`config.mk`:
```
export PLATFORM = sky130hd
export DESIGN_NAME = synth_program_registers
export DESIGN_NICKNAME = d
export VERILOG_FILES = /design/src/synth_prog_pkg.sv /design/src/word_if.sv /design/src/serial_word_rx.sv /design/src/synth_program_registers.sv
export SDC_FILE = /design/constraint.sdc
export NUM_CORES = 1
export LEC_CHECK = 0
export BUFFER_PORTS_ARGS = -buffer_cell sky130_fd_sc_hd__buf_2
export CORE_MARGIN = 2
export CORE_UTILIZATION = 46
export DETAILED_ROUTE_END_ITERATION = 8
export PLACE_DENSITY = 0.77
export SYNTH_ARGS = -nofsm -noshare
export SYNTH_HDL_FRONTEND = slang
export SYNTH_SLANG_ARGS = --single-unit
```
`constraint.sdc`:
```
create_clock -name sys_clk_i -period 2.52 [get_ports sys_clk_i]
set_input_delay 0 -clock sys_clk_i [delete_from_list [all_inputs] [get_ports sys_clk_i]]
set_output_delay 0 -clock sys_clk_i [all_outputs]
set_load 0.02 [all_outputs]
```
`src/synth_prog_pkg.sv`:
```
// ****************************************************************
// program word layout and register constants
// ****************************************************************
package synth_prog_pkg;

  // serial word framing
  localparam int unsigned WORD_BITS = 32;
  localparam logic [5:0] WORD_BITS_CNT = 6'h20;
  localparam logic [5:0] CNT_SATURATE = 6'h21;
  localparam int unsigned SEL_MSB = 3;
  localparam int unsigned SEL_LSB = 0;

  // register select codes
  localparam logic [3:0] SEL_INTEGER = 4'h0;
  localparam logic [3:0] SEL_FRACTION = 4'h1;
  localparam logic [3:0] SEL_CONVERTER = 4'ha;
  localparam logic [3:0] SEL_FIXED_B = 4'hb;

  // integer, prescaler and calibration register fields
  localparam int unsigned INT_MSB = 19;
  localparam int unsigned INT_LSB = 4;
  localparam int unsigned PRESCALER_BIT = 20;
  localparam int unsigned CAL_ENABLE_BIT = 21;
  localparam int unsigned INT_RSVD_MSB = 31;
  localparam int unsigned INT_RSVD_LSB = 22;

  // main fraction register field
  localparam int unsigned FRAC_MSB = 27;
  localparam int unsigned FRAC_LSB = 4;

  // converter control register fields
  localparam int unsigned ADC_DIV_MSB = 13;
  localparam int unsigned ADC_DIV_LSB = 6;
  localparam int unsigned CONV_ENABLE_BIT = 5;
  localparam int unsigned ADC_ENABLE_BIT = 4;

  // fixed reserved pattern expected at select code eleven
  localparam logic [31:0] FIXED_B_PATTERN = 32'h0081200b;

  // integer limits per prescaler (select bit 0 is 4/5, 1 is 8/9)
  localparam logic [15:0] INT_MIN_P45 = 16'h0017;
  localparam logic [15:0] INT_MAX_P45 = 16'h7fff;
  localparam logic [15:0] INT_MIN_P89 = 16'h004b;

  // reset values, nothing defined so all registers clear but the illegal flag, which resets high
  localparam logic [15:0] INT_RESET = 16'h0000;
  localparam logic [23:0] FRAC_RESET = 24'h000000;
  localparam logic [7:0] ADC_DIV_RESET = 8'h00;

endpackage : synth_prog_pkg

```
`src/word_if.sv`:
```
`timescale 1ns/1ps
// ****************************************************************
// received program word from the serial front end
// ****************************************************************
interface word_if;
  logic [31:0] word;
  logic valid;

  modport rx (output word, output valid);
  modport core (input word, input valid);
endinterface : word_if

```
`src/serial_word_rx.sv`:
```
`timescale 1ns/1ps
// ****************************************************************
// three-wire serial receiver, oversampled on the system clock
// ****************************************************************
module serial_word_rx (
  input wire logic sys_clk_i,
  input wire logic arst_n_i,
  input wire logic ser_clk_i,
  input wire logic ser_data_i,
  input wire logic ser_le_i,
  word_if.rx wif
);

  logic [2:0] sync_a;
  logic [2:0] sync_b;
  logic clk_prev;
  logic le_prev;
  logic [31:0] shift;
  logic [5:0] cnt;
  logic [31:0] next_shift;
  logic [5:0] next_cnt;
  logic [31:0] next_word;
  logic next_valid;
  logic clk_rise;
  logic le_rise;

  // two-stage synchronisers for clock, data and load enable pins
  always_ff @(posedge sys_clk_i or negedge arst_n_i)
  begin
    if (!arst_n_i)
    begin
      sync_a <= 3'h0;
      sync_b <= 3'h0;
    end
    else
    begin
      sync_a <= {ser_le_i, ser_data_i, ser_clk_i};
      sync_b <= sync_a;
    end
  end

  assign clk_rise = sync_b[0] && !clk_prev;
  assign le_rise = sync_b[2] && !le_prev;

  // shift msb first while load enable is low; a word is taken on le rising
  always_comb
  begin
    next_shift = shift;
    next_cnt = cnt;
    next_word = wif.word;
    next_valid = 1'b0;
    if (le_rise)
    begin
      // short or long frames are dropped rather than guessed at
      if (cnt == synth_prog_pkg::WORD_BITS_CNT)
      begin
        next_word = shift;
        next_valid = 1'b1;
      end
      next_cnt = 6'h00;
    end
    else if (clk_rise && !sync_b[2])
    begin
      next_shift = {shift[30:0], sync_b[1]};
      if (cnt != synth_prog_pkg::CNT_SATURATE)
        next_cnt = cnt + 6'h01;
    end
  end

  always_ff @(posedge sys_clk_i or negedge arst_n_i)
  begin
    if (!arst_n_i)
    begin
      clk_prev <= 1'b0;
      le_prev <= 1'b0;
      shift <= 32'h00000000;
      cnt <= 6'h00;
      wif.word <= 32'h00000000;
      wif.valid <= 1'b0;
    end
    else
    begin
      clk_prev <= sync_b[0];
      le_prev <= sync_b[2];
      shift <= next_shift;
      cnt <= next_cnt;
      wif.word <= next_word;
      wif.valid <= next_valid;
    end
  end
endmodule : serial_word_rx

```
`src/synth_program_registers.sv`:
```
`timescale 1ns/1ps
module synth_program_registers (
  input wire logic sys_clk_i,
  input wire logic arst_n_i,
  input wire logic ser_clk_i,
  input wire logic ser_data_i,
  input wire logic ser_le_i,
  output logic [15:0] int_value_o,
  output logic prescaler_sel_o,
  output logic [23:0] main_fraction_numerator_o,
  output logic cal_start_o,
  output logic update_o,
  output logic [7:0] converter_clock_divider_o,
  output logic conversion_enable_bit_o,
  output logic converter_enable_bit_o,
  output logic int_illegal_o,
  output logic pattern_error_o
);

  word_if wif ();

  // ****************************************************************
  // serial front end
  // ****************************************************************
  serial_word_rx u_rx (
    .sys_clk_i(sys_clk_i),
    .arst_n_i(arst_n_i),
    .ser_clk_i(ser_clk_i),
    .ser_data_i(ser_data_i),
    .ser_le_i(ser_le_i),
    .wif(wif)
  );

  // ****************************************************************
  // register decode and update
  // ****************************************************************
  logic [3:0] sel;
  logic wr_int;
  logic wr_frac;
  logic wr_conv;
  logic wr_fix;
  logic [23:0] frac_shadow;
  logic [23:0] next_frac_shadow;
  logic [15:0] next_int;
  logic next_presc;
  logic [23:0] next_frac;
  logic next_cal;
  logic next_update;
  logic [7:0] next_div;
  logic next_conv;
  logic next_adc;
  logic next_illegal;
  logic next_pattern_err;

  // register select is always the low nibble of the delivered word
  assign sel = wif.word[synth_prog_pkg::SEL_MSB:synth_prog_pkg::SEL_LSB];
  assign wr_int = wif.valid && (sel == synth_prog_pkg::SEL_INTEGER);
  assign wr_frac = wif.valid && (sel == synth_prog_pkg::SEL_FRACTION);
  assign wr_conv = wif.valid && (sel == synth_prog_pkg::SEL_CONVERTER);
  assign wr_fix = wif.valid && (sel == synth_prog_pkg::SEL_FIXED_B);

  // next values; codes with no modelled fields are accepted and dropped
  always_comb
  begin
    next_frac_shadow = frac_shadow;
    next_int = int_value_o;
    next_presc = prescaler_sel_o;
    next_frac = main_fraction_numerator_o;
    next_cal = 1'b0;
    next_update = 1'b0;
    next_div = converter_clock_divider_o;
    next_conv = conversion_enable_bit_o;
    next_adc = converter_enable_bit_o;
    next_pattern_err = pattern_error_o;
    if (wr_frac)
    begin
      // fraction waits in the shadow stage until the integer write
      next_frac_shadow = wif.word[synth_prog_pkg::FRAC_MSB:synth_prog_pkg::FRAC_LSB];
    end
    if (wr_int)
    begin
      next_int = wif.word[synth_prog_pkg::INT_MSB:synth_prog_pkg::INT_LSB];
      next_presc = wif.word[synth_prog_pkg::PRESCALER_BIT];
      next_frac = frac_shadow;
      next_update = 1'b1;
      // a clear enable bit leaves the oscillator in its present band
      next_cal = wif.word[synth_prog_pkg::CAL_ENABLE_BIT];
    end
    if (wr_conv)
    begin
      next_div = wif.word[synth_prog_pkg::ADC_DIV_MSB:synth_prog_pkg::ADC_DIV_LSB];
      next_conv = wif.word[synth_prog_pkg::CONV_ENABLE_BIT];
      next_adc = wif.word[synth_prog_pkg::ADC_ENABLE_BIT];
    end
    if (wr_fix)
    begin
      // the device cannot enforce the pattern, it only reports a wrong one
      next_pattern_err = (wif.word != synth_prog_pkg::FIXED_B_PATTERN);
    end
  end

  // limit check against the integer and prescaler about to be active
  always_comb
  begin
    if (next_presc)
      next_illegal = (next_int < synth_prog_pkg::INT_MIN_P89);
    else
      next_illegal = (next_int < synth_prog_pkg::INT_MIN_P45) ||
                     (next_int > synth_prog_pkg::INT_MAX_P45);
  end

  always_ff @(posedge sys_clk_i or negedge arst_n_i)
  begin
    if (!arst_n_i)
    begin
      frac_shadow <= synth_prog_pkg::FRAC_RESET;
      int_value_o <= synth_prog_pkg::INT_RESET;
      prescaler_sel_o <= 1'b0;
      main_fraction_numerator_o <= synth_prog_pkg::FRAC_RESET;
      cal_start_o <= 1'b0;
      update_o <= 1'b0;
      converter_clock_divider_o <= synth_prog_pkg::ADC_DIV_RESET;
      conversion_enable_bit_o <= 1'b0;
      converter_enable_bit_o <= 1'b0;
      int_illegal_o <= 1'b1;
      pattern_error_o <= 1'b0;
    end
    else
    begin
      frac_shadow <= next_frac_shadow;
      int_value_o <= next_int;
      prescaler_sel_o <= next_presc;
      main_fraction_numerator_o <= next_frac;
      cal_start_o <= next_cal;
      update_o <= next_update;
      converter_clock_divider_o <= next_div;
      conversion_enable_bit_o <= next_conv;
      converter_enable_bit_o <= next_adc;
      int_illegal_o <= next_illegal;
      pattern_error_o <= next_pattern_err;
    end
  end
endmodule : synth_program_registers

```
==> metrics.md, run 1 <==
| Metric | Value |
|---|---|
| Fraction of power consumed by combinational cells | `3.0%` |
| Post-layout min period | `2140 ps` |
| Path type of the worst setup path | `flop to flop` |
| # setup viols final | `0` |
| Data arrival time of the critical path | `about 2500 ps` |
| Number of nets in the layout | `~550` |
| Mean number of vias per cell | `about 5.2` |
| PD cells | `716 nW/µm²` |
| Count of flip-flops with a built-in enable after synthesis | `0` |
| Fraction of final layout cells with drive strength greater than 1 | `37.2%` |
| Post-DRT Antenna Nets | `0` |
| Die width | `roughly 120 µm` |
| Synthesized flop and latch total | `158` |
| Input/output buffers | `between 50 and 60` |
| Crit path buffers/inverters | `1` |
| Leading register cell type out of synthesis | `sky130_fd_sc_hd__dfrtp_1` |
| LEAKAGE | `between 3 and 4 nW` |
| Status | `finished, final reports clean` |
| Reg2Reg Launch Point | `u_rx.wif.word[0]` |
| Final wirelength | `11700 µm` |
| Worst setup EP type | `flop` |
| Final estimated routing congestion in global placement | `around 0.84` |
| Area added between synthesis and finish | `18.9%` |
| Global router's overall resource usage | `between 10% and 20%` |
| Clock tree from TritonCTS | `yes` |
| Fraction of power consumed by the clock network | `45.7%` |
| Number of buffers created by CTS | `17` |
| Detailed Route Iter0 Violations | `~320` |
| Crit path cell chain | `nand2b_1, or2_1, clkinv_1, a211oi_1, o211ai_1, o21ai_1` |
| Final count of hold timing violations | `0` |
| Number of levels the H-tree was split into | `4` |
| Transition time at the pin with the least slew margin | `about 690 ps` |
| Global-route wire length before repair | `~20000 µm` |
| Maximum buffer depth of the clock tree | `2` |
| Data required time at the worst endpoint | `about 2900 ps` |
| Critical Path Source Type | `flop` |
| ANT cells | `0` |
| TNS Setup | `0 ps` |
| Pin count of the biggest net entering global routing | `79` |
| Die Footprint | `~14000 µm²` |
| Count of mapped cells out of synthesis | `roughly 470` |
| Register-to-register path setup slack | `380 ps` |
| DP HPWL | `7770 µm` |
| Initial antenna violation count | `0` |
| Utilization after layout | `55.5%` |
| Fraction of registers with async set or reset after synthesis | `100%` |
| Type of the most critical hold path | `primary input to asynchronous set/reset pin` |
| Number of filler instances in the final layout | `around 1000` |
| Headroom to the max-slew limit | `a little over half` |
| Most used cells in the layout excluding fill and tap cells | `sky130_fd_sc_hd__dfrtp_1 (157), sky130_fd_sc_hd__nand2_1 (123), sky130_fd_sc_hd__mux2_2 (99)` |
| Largest stage delay, worst path | `around 520 ps` |
| Count of different cell masters after synthesis | `40` |
| Standard cell with the maximum stage delay on the critical path | `sky130_fd_sc_hd__clkinv_1` |
| Placeable core region | `13100 µm²` |
| Seq/Total Area, Yosys | `64.8%` |
| DRC errors left | `0` |
| Mean routed wirelength per cell | `15.9 µm` |
| Total grt overflow | `0` |
| Boundary Pins | `60` |
| Origin of the worst setup path | `u_rx.wif.word[0]` |
| Peak supply drop | `~0.47 mV` |
| Period utilisation layout | `between 80% and 90%` |
| Unrepaired setup endpoints after global routing | `no` |
| Yosys warning count | `0` |
| Site row count | `between 40 and 50` |
| Mean Syn Cell Area | `about 13 µm²` |
| Cell Int Power | `4.11 mW` |
| Post-route clock skew | `a little under 7 ps` |
| Fraction of power consumed by sequential logic | `between 50% and 60%` |
| Largest delay contributor family on the critical path | `simple AND/OR/NAND/NOR gates` |
| Number of max-capacitance violations reported | `0` |
| Slew Viols, Final | `0` |
| Number of nets in the synthesized netlist | `475` |
| Die Y | `between 100 and 150 µm` |
| Number of setup buffers added after CTS | `0` |
| CP max FO | `14` |
| Clock Sink Count | `158` |
| Number of optimization iterations in the first detailed-route pass | `4` |
| Initial core utilization | `between 40 and 50%` |
| Highest Clock Rate | `between 400 and 500 MHz` |
| Area of the mapped netlist | `approximately 6000 µm²` |
| Fraction of power spent switching nets | `20.9%` |
| CTS Root Cell | `sky130_fd_sc_hd__clkbuf_16` |
| Clock slew at reported path FFs | `about 60 ps` |
| Vias in the first global route | `3949` |
| Number of vias in the routed layout | `between 3000 and 4000` |
| Net switching component of the power | `1.08 mW` |
| Clock latency on the worst-skew pair | `about 420 ps` |
| Most frequent standard cell in the layout excluding fill and tap cells | `sky130_fd_sc_hd__dfrtp_1` |
==> power groups by stage <==
| stage | registers [mW] | logic (mW) | clock network [mW] |
|---|---|---|---|
| 5_1_grt | 2.67 | 0.178 | 2.56 |
| 4_1_cts | 2.66 | 0.161 | 2.42 |
| 2_1_floorplan | 2.69 | 0.0824 | 0 |
| 3_3_place_gp | 2.70 | 0.147 | 0 |
| 6_report | 2.67 | 0.155 | 2.37 |
| 3_5_place_dp | 2.71 | 0.155 | 0 |
==> timing repair <==
action | 4_1_cts | 5_1_grt
gates resized for setup | 0 | 0
setup endpoints to repair | 0 | 0
hold buffers | 4 | 0
endpoints found under the hold margin | 78 | 0
==> sequential cells by signal (all words and copies together), names as in the netlist, 3 cells and up <==
register                   count
converter_clock_divider_o      8
frac_shadow                   24
int_value_o                   16
main_fraction_numerator_o     24
u_rx.cnt                       6
u_rx.shift                    32
u_rx.sync_a                    3
u_rx.sync_b                    3
u_rx.wif.word                 32
==> final cells by class <==
class | instances | area (µm²) | share of cell area (%)
Sequential cell | 158 | 3960 | 54.5
Clock inverter | 10 | 90.1 | 1.24
Multi-Input combinational cell | 288 | 2060 | 28.3
Tap cell | 176 | 220 | 3.04
Timing Repair Buffer | 76 | 452 | 6.23
Clock buffer | 21 | 470 | 6.48
Inverter | 3 | 11.3 | 0.155
==> worst register-to-register path, delay by kind of cell, from the launching register on <==
family / cells / cell delay (ps)
buffers and inverters: 1 / 520
DFF: 1 / 370
and+or+nand+nor: 2 / 620
AOI/OAI and AO/OA: 3 / 560
==> cell families (layout without fill, tap and decap cells) <==
kind of cell | Yosys count | count (layout) | share of synthesized area, %
multiplexers | 100 | 100 | 18.5
AO/OA/AOI/OAI | 20 | 20 | 2.56
flip-flops | 158 | 158 | 64.8
XOR/XNOR | 4 | 4 | 0.574
AND/OR/NAND/NOR | 161 | 161 | 11.3
adder cells (fa/ha/maj) | 3 | 3 | 0.615
buffers and inverters | 21 | 110 | 1.64
==> cells in the mapped netlist, drive strengths merged (3+ instances only) <==
master  number  area (µm²)
or3          3        23.8
xor2         3        26.3
ha           3        37.5
nor2        11        41.3
clkbuf       6        22.5
dfrtp      157        3930
nor3b        3        27.5
nor4b        3        26.3
a31oi        3        18.8
mux2       100        1130
o21ai        3        15.0
nor3         3        15.0
buf         12        66.3
nand2      123         462
nor4         6        37.5
==> worst paths after layout <==
kind                                     endpoint  cells after the start
max                                 int_illegal_o                      6
min                        converter_enable_bit_o                      2
max reg2reg                         int_illegal_o                      6
min reg2reg                        u_rx.sync_b[2]                      0
max in group asynchronous           int_illegal_o                      3
min in group sys_clk_i             u_rx.sync_a[1]                      2
==> metal layers <==
layer  routed length (µm)  global-route usage, %  share of wire (%)  vias to the layer above
li1                     -                      -                  -                     1754
met1                 5150                   23.6                 44                     1959
met2                 5780                   28.9                 49                       86
met3                  491                   4.55                4.2                       26
met4                  252                   7.14                2.2                        0
met5                    0                      0                  0                        -
==> metrics by stage <==
| stage | total power [mW] | cells | cell area (µm²) | hold WS, ps | setup slack (ps) |
|---|---|---|---|---|---|
| floorplan | 2.77 | 467 | 6100 | -296 | 748 |
| global placement | 2.85 | 697 | 6660 | 63.4 | 504 |
| detailed placement | 2.87 | 697 | 6660 | 81.6 | 412 |
| CTS | 5.25 | 732 | 7260 | 197 | 375 |
| global route | 5.41 | 732 | 7260 | 217 | 169 |
| finish | 5.19 | 732 | 7260 | 181 | 377 |
No activity file was read; power rests on OpenSTA's default activity.
==> run 2: changes to the inputs <==
Settings changed: CTS_CLUSTER_DIAMETER set to 30.
Clock period 2.52 ns to 2.8 ns, I/O delays scaled along.
==> run 2 against run 1 <==
Against the previous run:
- sequential share of layout area down 0.10 points
- clock skew is essentially flat
- final cell count shrank 0.14%
- total power shrank 6.4%
- largest power group unchanged
- non-clock buffer count down 2
- worst setup slack gained 370 ps
- clock-buffer cell count rose by 1
- via count fell by 1.4%
- utilization rose by 0.11 points
- worst hold slack worse by 59 ps
- clock power is 2% lower
- critical path type unchanged
- final area rose by 0.19%
==> metrics.md, run 2 (synthesis gave the netlist of run 1 again) <==
| Metric | Value |
|---|---|
| DP HPWL | `7520 µm (-3.2%)` |
| Data required time at the worst endpoint | `3150 ps (+290 ps)` |
| Path type of the worst setup path | `flop to flop` |
| Count of cells along the worst register-to-register path | `6 (unchanged)` |
| Die width | `119 µm (unchanged)` |
| LEAKAGE | `3.88 nW (+0.15%)` |
| Number of filler instances in the final layout | `1062 (+1.3%)` |
| Data arrival time of the critical path | `2400 ps (-80 ps)` |
| Fraction of power consumed by combinational cells | `2.9% (about the same)` |
| Total grt overflow | `0 (unchanged)` |
| Top flop regs | `u_rx.shift (32), u_rx.wif.word (32)` |
| Die Y | `119 µm (unchanged)` |
| Net switching component of the power | `999 µW (-7.9%)` |
| Post-layout min period | `2050 ps (-91.2 ps)` |
| Global-route wire length before repair | `19400 µm (-2.6%)` |
| CTS Root Cell | `sky130_fd_sc_hd__clkbuf_16` |
| Standard cell with the maximum stage delay on the critical path | `sky130_fd_sc_hd__or3_4` |
| Period utilisation layout | `73.3% (-12 points)` |
| Transition time at the pin with the least slew margin | `686 ps (-8.22 ps)` |
| Clock slew at reported path FFs | `60 ps (about the same)` |
| # setup viols final | `0 (unchanged)` |
| Fraction of power consumed by the clock network | `47.8% (+2.1 points)` |
| Number of vias in the routed layout | `3772 (-1.4%)` |
| TNS Setup | `0 ps (unchanged)` |
| Status | `finished, final reports clean` |
| Peak supply drop | `0.394 mV (-16%)` |
| Number of optimization iterations in the first detailed-route pass | `4 (unchanged)` |
| Quantity of gates resized following cts | `0 (unchanged)` |
| Crit path cell chain | `or3_4, or2_1, buf_4, o41ai_4, a31oi_1, o21ai_1` |
| Final count of hold timing violations | `0 (unchanged)` |
| Most frequent standard cell in the layout excluding fill and tap cells | `sky130_fd_sc_hd__dfrtp_1` |
| Fraction of final layout cells with drive strength greater than 1 | `36.8% (-0.47 points)` |
| Fraction of power consumed by sequential logic | `49.3% (-2.0 points)` |
| Pin count of the biggest net entering global routing | `68 (-14%)` |
| Number of max-capacitance violations reported | `0 (unchanged)` |
| Mean routed wirelength per cell | `15.8 µm (-1.0%)` |
| Clock tree from TritonCTS | `yes` |
| Final wirelength | `11500 µm (-1.2%)` |
| Final estimated routing congestion in global placement | `0.764 (-8.7%)` |
| Number of buffers created by CTS | `17 (unchanged)` |
| Capturing element of the worst setup path | `int_illegal_o` |
| Initial antenna violation count | `0 (unchanged)` |
| Die Footprint | `14200 µm² (unchanged)` |
| DRC errors left | `0 (unchanged)` |
| Number of levels the H-tree was split into | `4 (unchanged)` |
| Initial core utilization | `46.6% (unchanged)` |
| Input/output buffers | `59 (unchanged)` |
| CP max FO | `45 (+31)` |
| Site row count | `42 (unchanged)` |
| Cts hold-fix bufs | `4 (unchanged)` |
| Clock Sink Count | `158 (unchanged)` |
| Post-DRT Antenna Nets | `0 (unchanged)` |
| Clock latency on the worst-skew pair | `420 ps (about the same)` |
| Number of setup buffers added after CTS | `0 (unchanged)` |
| ANT cells | `0 (unchanged)` |
| Type of the most critical hold path | `primary input to asynchronous set/reset pin` |
| Origin of the worst setup path | `u_rx.wif.word[1]` |
| Reg2Reg Launch Point | `u_rx.wif.word[1]` |
| Placeable core region | `13100 µm² (unchanged)` |
| Vias in the first global route | `3789 (-4.1%)` |
| Endpoint of the worst register-to-register path | `int_illegal_o` |
| Post-route clock skew | `7.08 ps (+0.302 ps)` |
| Unrepaired setup endpoints after global routing | `no` |
| Non-filler instance count after layout | `731 (-0.14%)` |
| Number of nets in the layout | `550 (-0.36%)` |
| Register-to-register path setup slack | `750 ps (+370 ps)` |
| Pre-CTS worst setup slack | `766 ps (+354 ps)` |
| Largest stage delay, worst path | `420 ps (-100 ps)` |
| Slew Viols, Final | `0 (unchanged)` |
| Detailed Route Iter0 Violations | `275 (-13%)` |
| Mean number of vias per cell | `5.16 (-1.3%)` |
| Most used cells in the layout excluding fill and tap cells | `sky130_fd_sc_hd__dfrtp_1 (157), sky130_fd_sc_hd__nand2_1 (123), sky130_fd_sc_hd__mux2_2 (99)` |
| Maximum buffer depth of the clock tree | `2 (unchanged)` |
| Critical Path Source Type | `flop` |
| Cell Int Power | `3.86 mW (-6.0%)` |
| Headroom to the max-slew limit | `54.0% (+0.27 points)` |
| Fraction of power spent switching nets | `20.6% (-0.32 points)` |
| Area added between synthesis and finish | `19.1%` |
| Global router's overall resource usage | `17.6% (-0.40 points)` |
| Highest Clock Rate | `487 MHz (+4.4%)` |
| Cell count after placement | `695 (-0.29%)` |
| Final non-filler cell area | `7270 µm² (+0.19%)` |
| Min setup slack post-route | `748 ps (+371 ps)` |
| Cell area reported after detailed placement | `6630 µm² (-0.41%)` |
| Worst setup EP type | `flop` |
| Worst Hold Slack | `122 ps (-58.8 ps)` |
| Boundary Pins | `60 (unchanged)` |
| PD cells | `669 nW/µm² (-6.6%)` |
==> run 2: cell types whose count changed in the layout (fill, tap and decap cells not counted), sizes merged <==
cell	before	now
bufinv	1	3
clkinvlp	3	2
buf	72	70
clkinv	7	6
clkbuf	21	22
==> run 2: power by group through the flow <==
| stage | clock, mW | combinational (mW) | sequential [mW] |
|---|---|---|---|
| floorplan | 0 | 0.0741 | 2.42 |
| global placement | 0 | 0.131 | 2.43 |
| detailed placement | 0 | 0.140 | 2.44 |
| CTS | 2.36 | 0.145 | 2.40 |
| global route | 2.47 | 0.159 | 2.41 |
| finish | 2.32 | 0.139 | 2.40 |
==> run 2: through the flow <==
step	utilization, %	power [mW]
5_1_grt	55.6	5.03
3_5_place_dp	50.7	2.58
6_report	55.6	4.86
3_3_place_gp	50.7	2.56
2_1_floorplan	-	2.49
4_1_cts	55.6	4.90
==> run 2: worst min-delay path by stage <==
| stage | slack (ps) | to | from |
|---|---|---|---|
| 6_report | 120 | conversion_enable_bit_o | arst_n_i |
| 5_1_grt | 190 | converter_clock_divider_o[0] | arst_n_i |
| 3_5_place_dp | 30 | converter_clock_divider_o[0] | arst_n_i |
| 2_1_floorplan | -300 | cal_start_o | arst_n_i |
| 4_1_cts | 150 | u_rx.wif.word[10] | arst_n_i |
| 3_3_place_gp | 20 | converter_enable_bit_o | arst_n_i |
==> run 2: worst max-delay path: cells and delay by family (launching register included) <==
kind / cells / cell delay [ps]
DFF: 1 / 400
AOI/OAI and AO/OA: 3 / 610
buffers and inverters: 1 / 290
and+or+nand+nor: 2 / 670
==> run 2: layout make-up <==
type	count	area [µm²]	area share (%)
timing repair buffer	74	424	5.83
multi-input combinational	288	2060	28.3
inverter	3	11.3	0.155
tap	176	220	3.03
sequential	158	3960	54.4
clock buffer	22	464	6.39
clock inverter	10	138	1.89
==> run 2: per-layer routing <==
layer | vias to the layer above | global-route usage (%) | share of wire (%)
met5 | - | 0 | 0
met4 | 0 | 7.51 | 1.9
met3 | 14 | 4.21 | 5.0
met2 | 93 | 27.6 | 49
met1 | 1912 | 23.6 | 44
li1 | 1753 | - | -
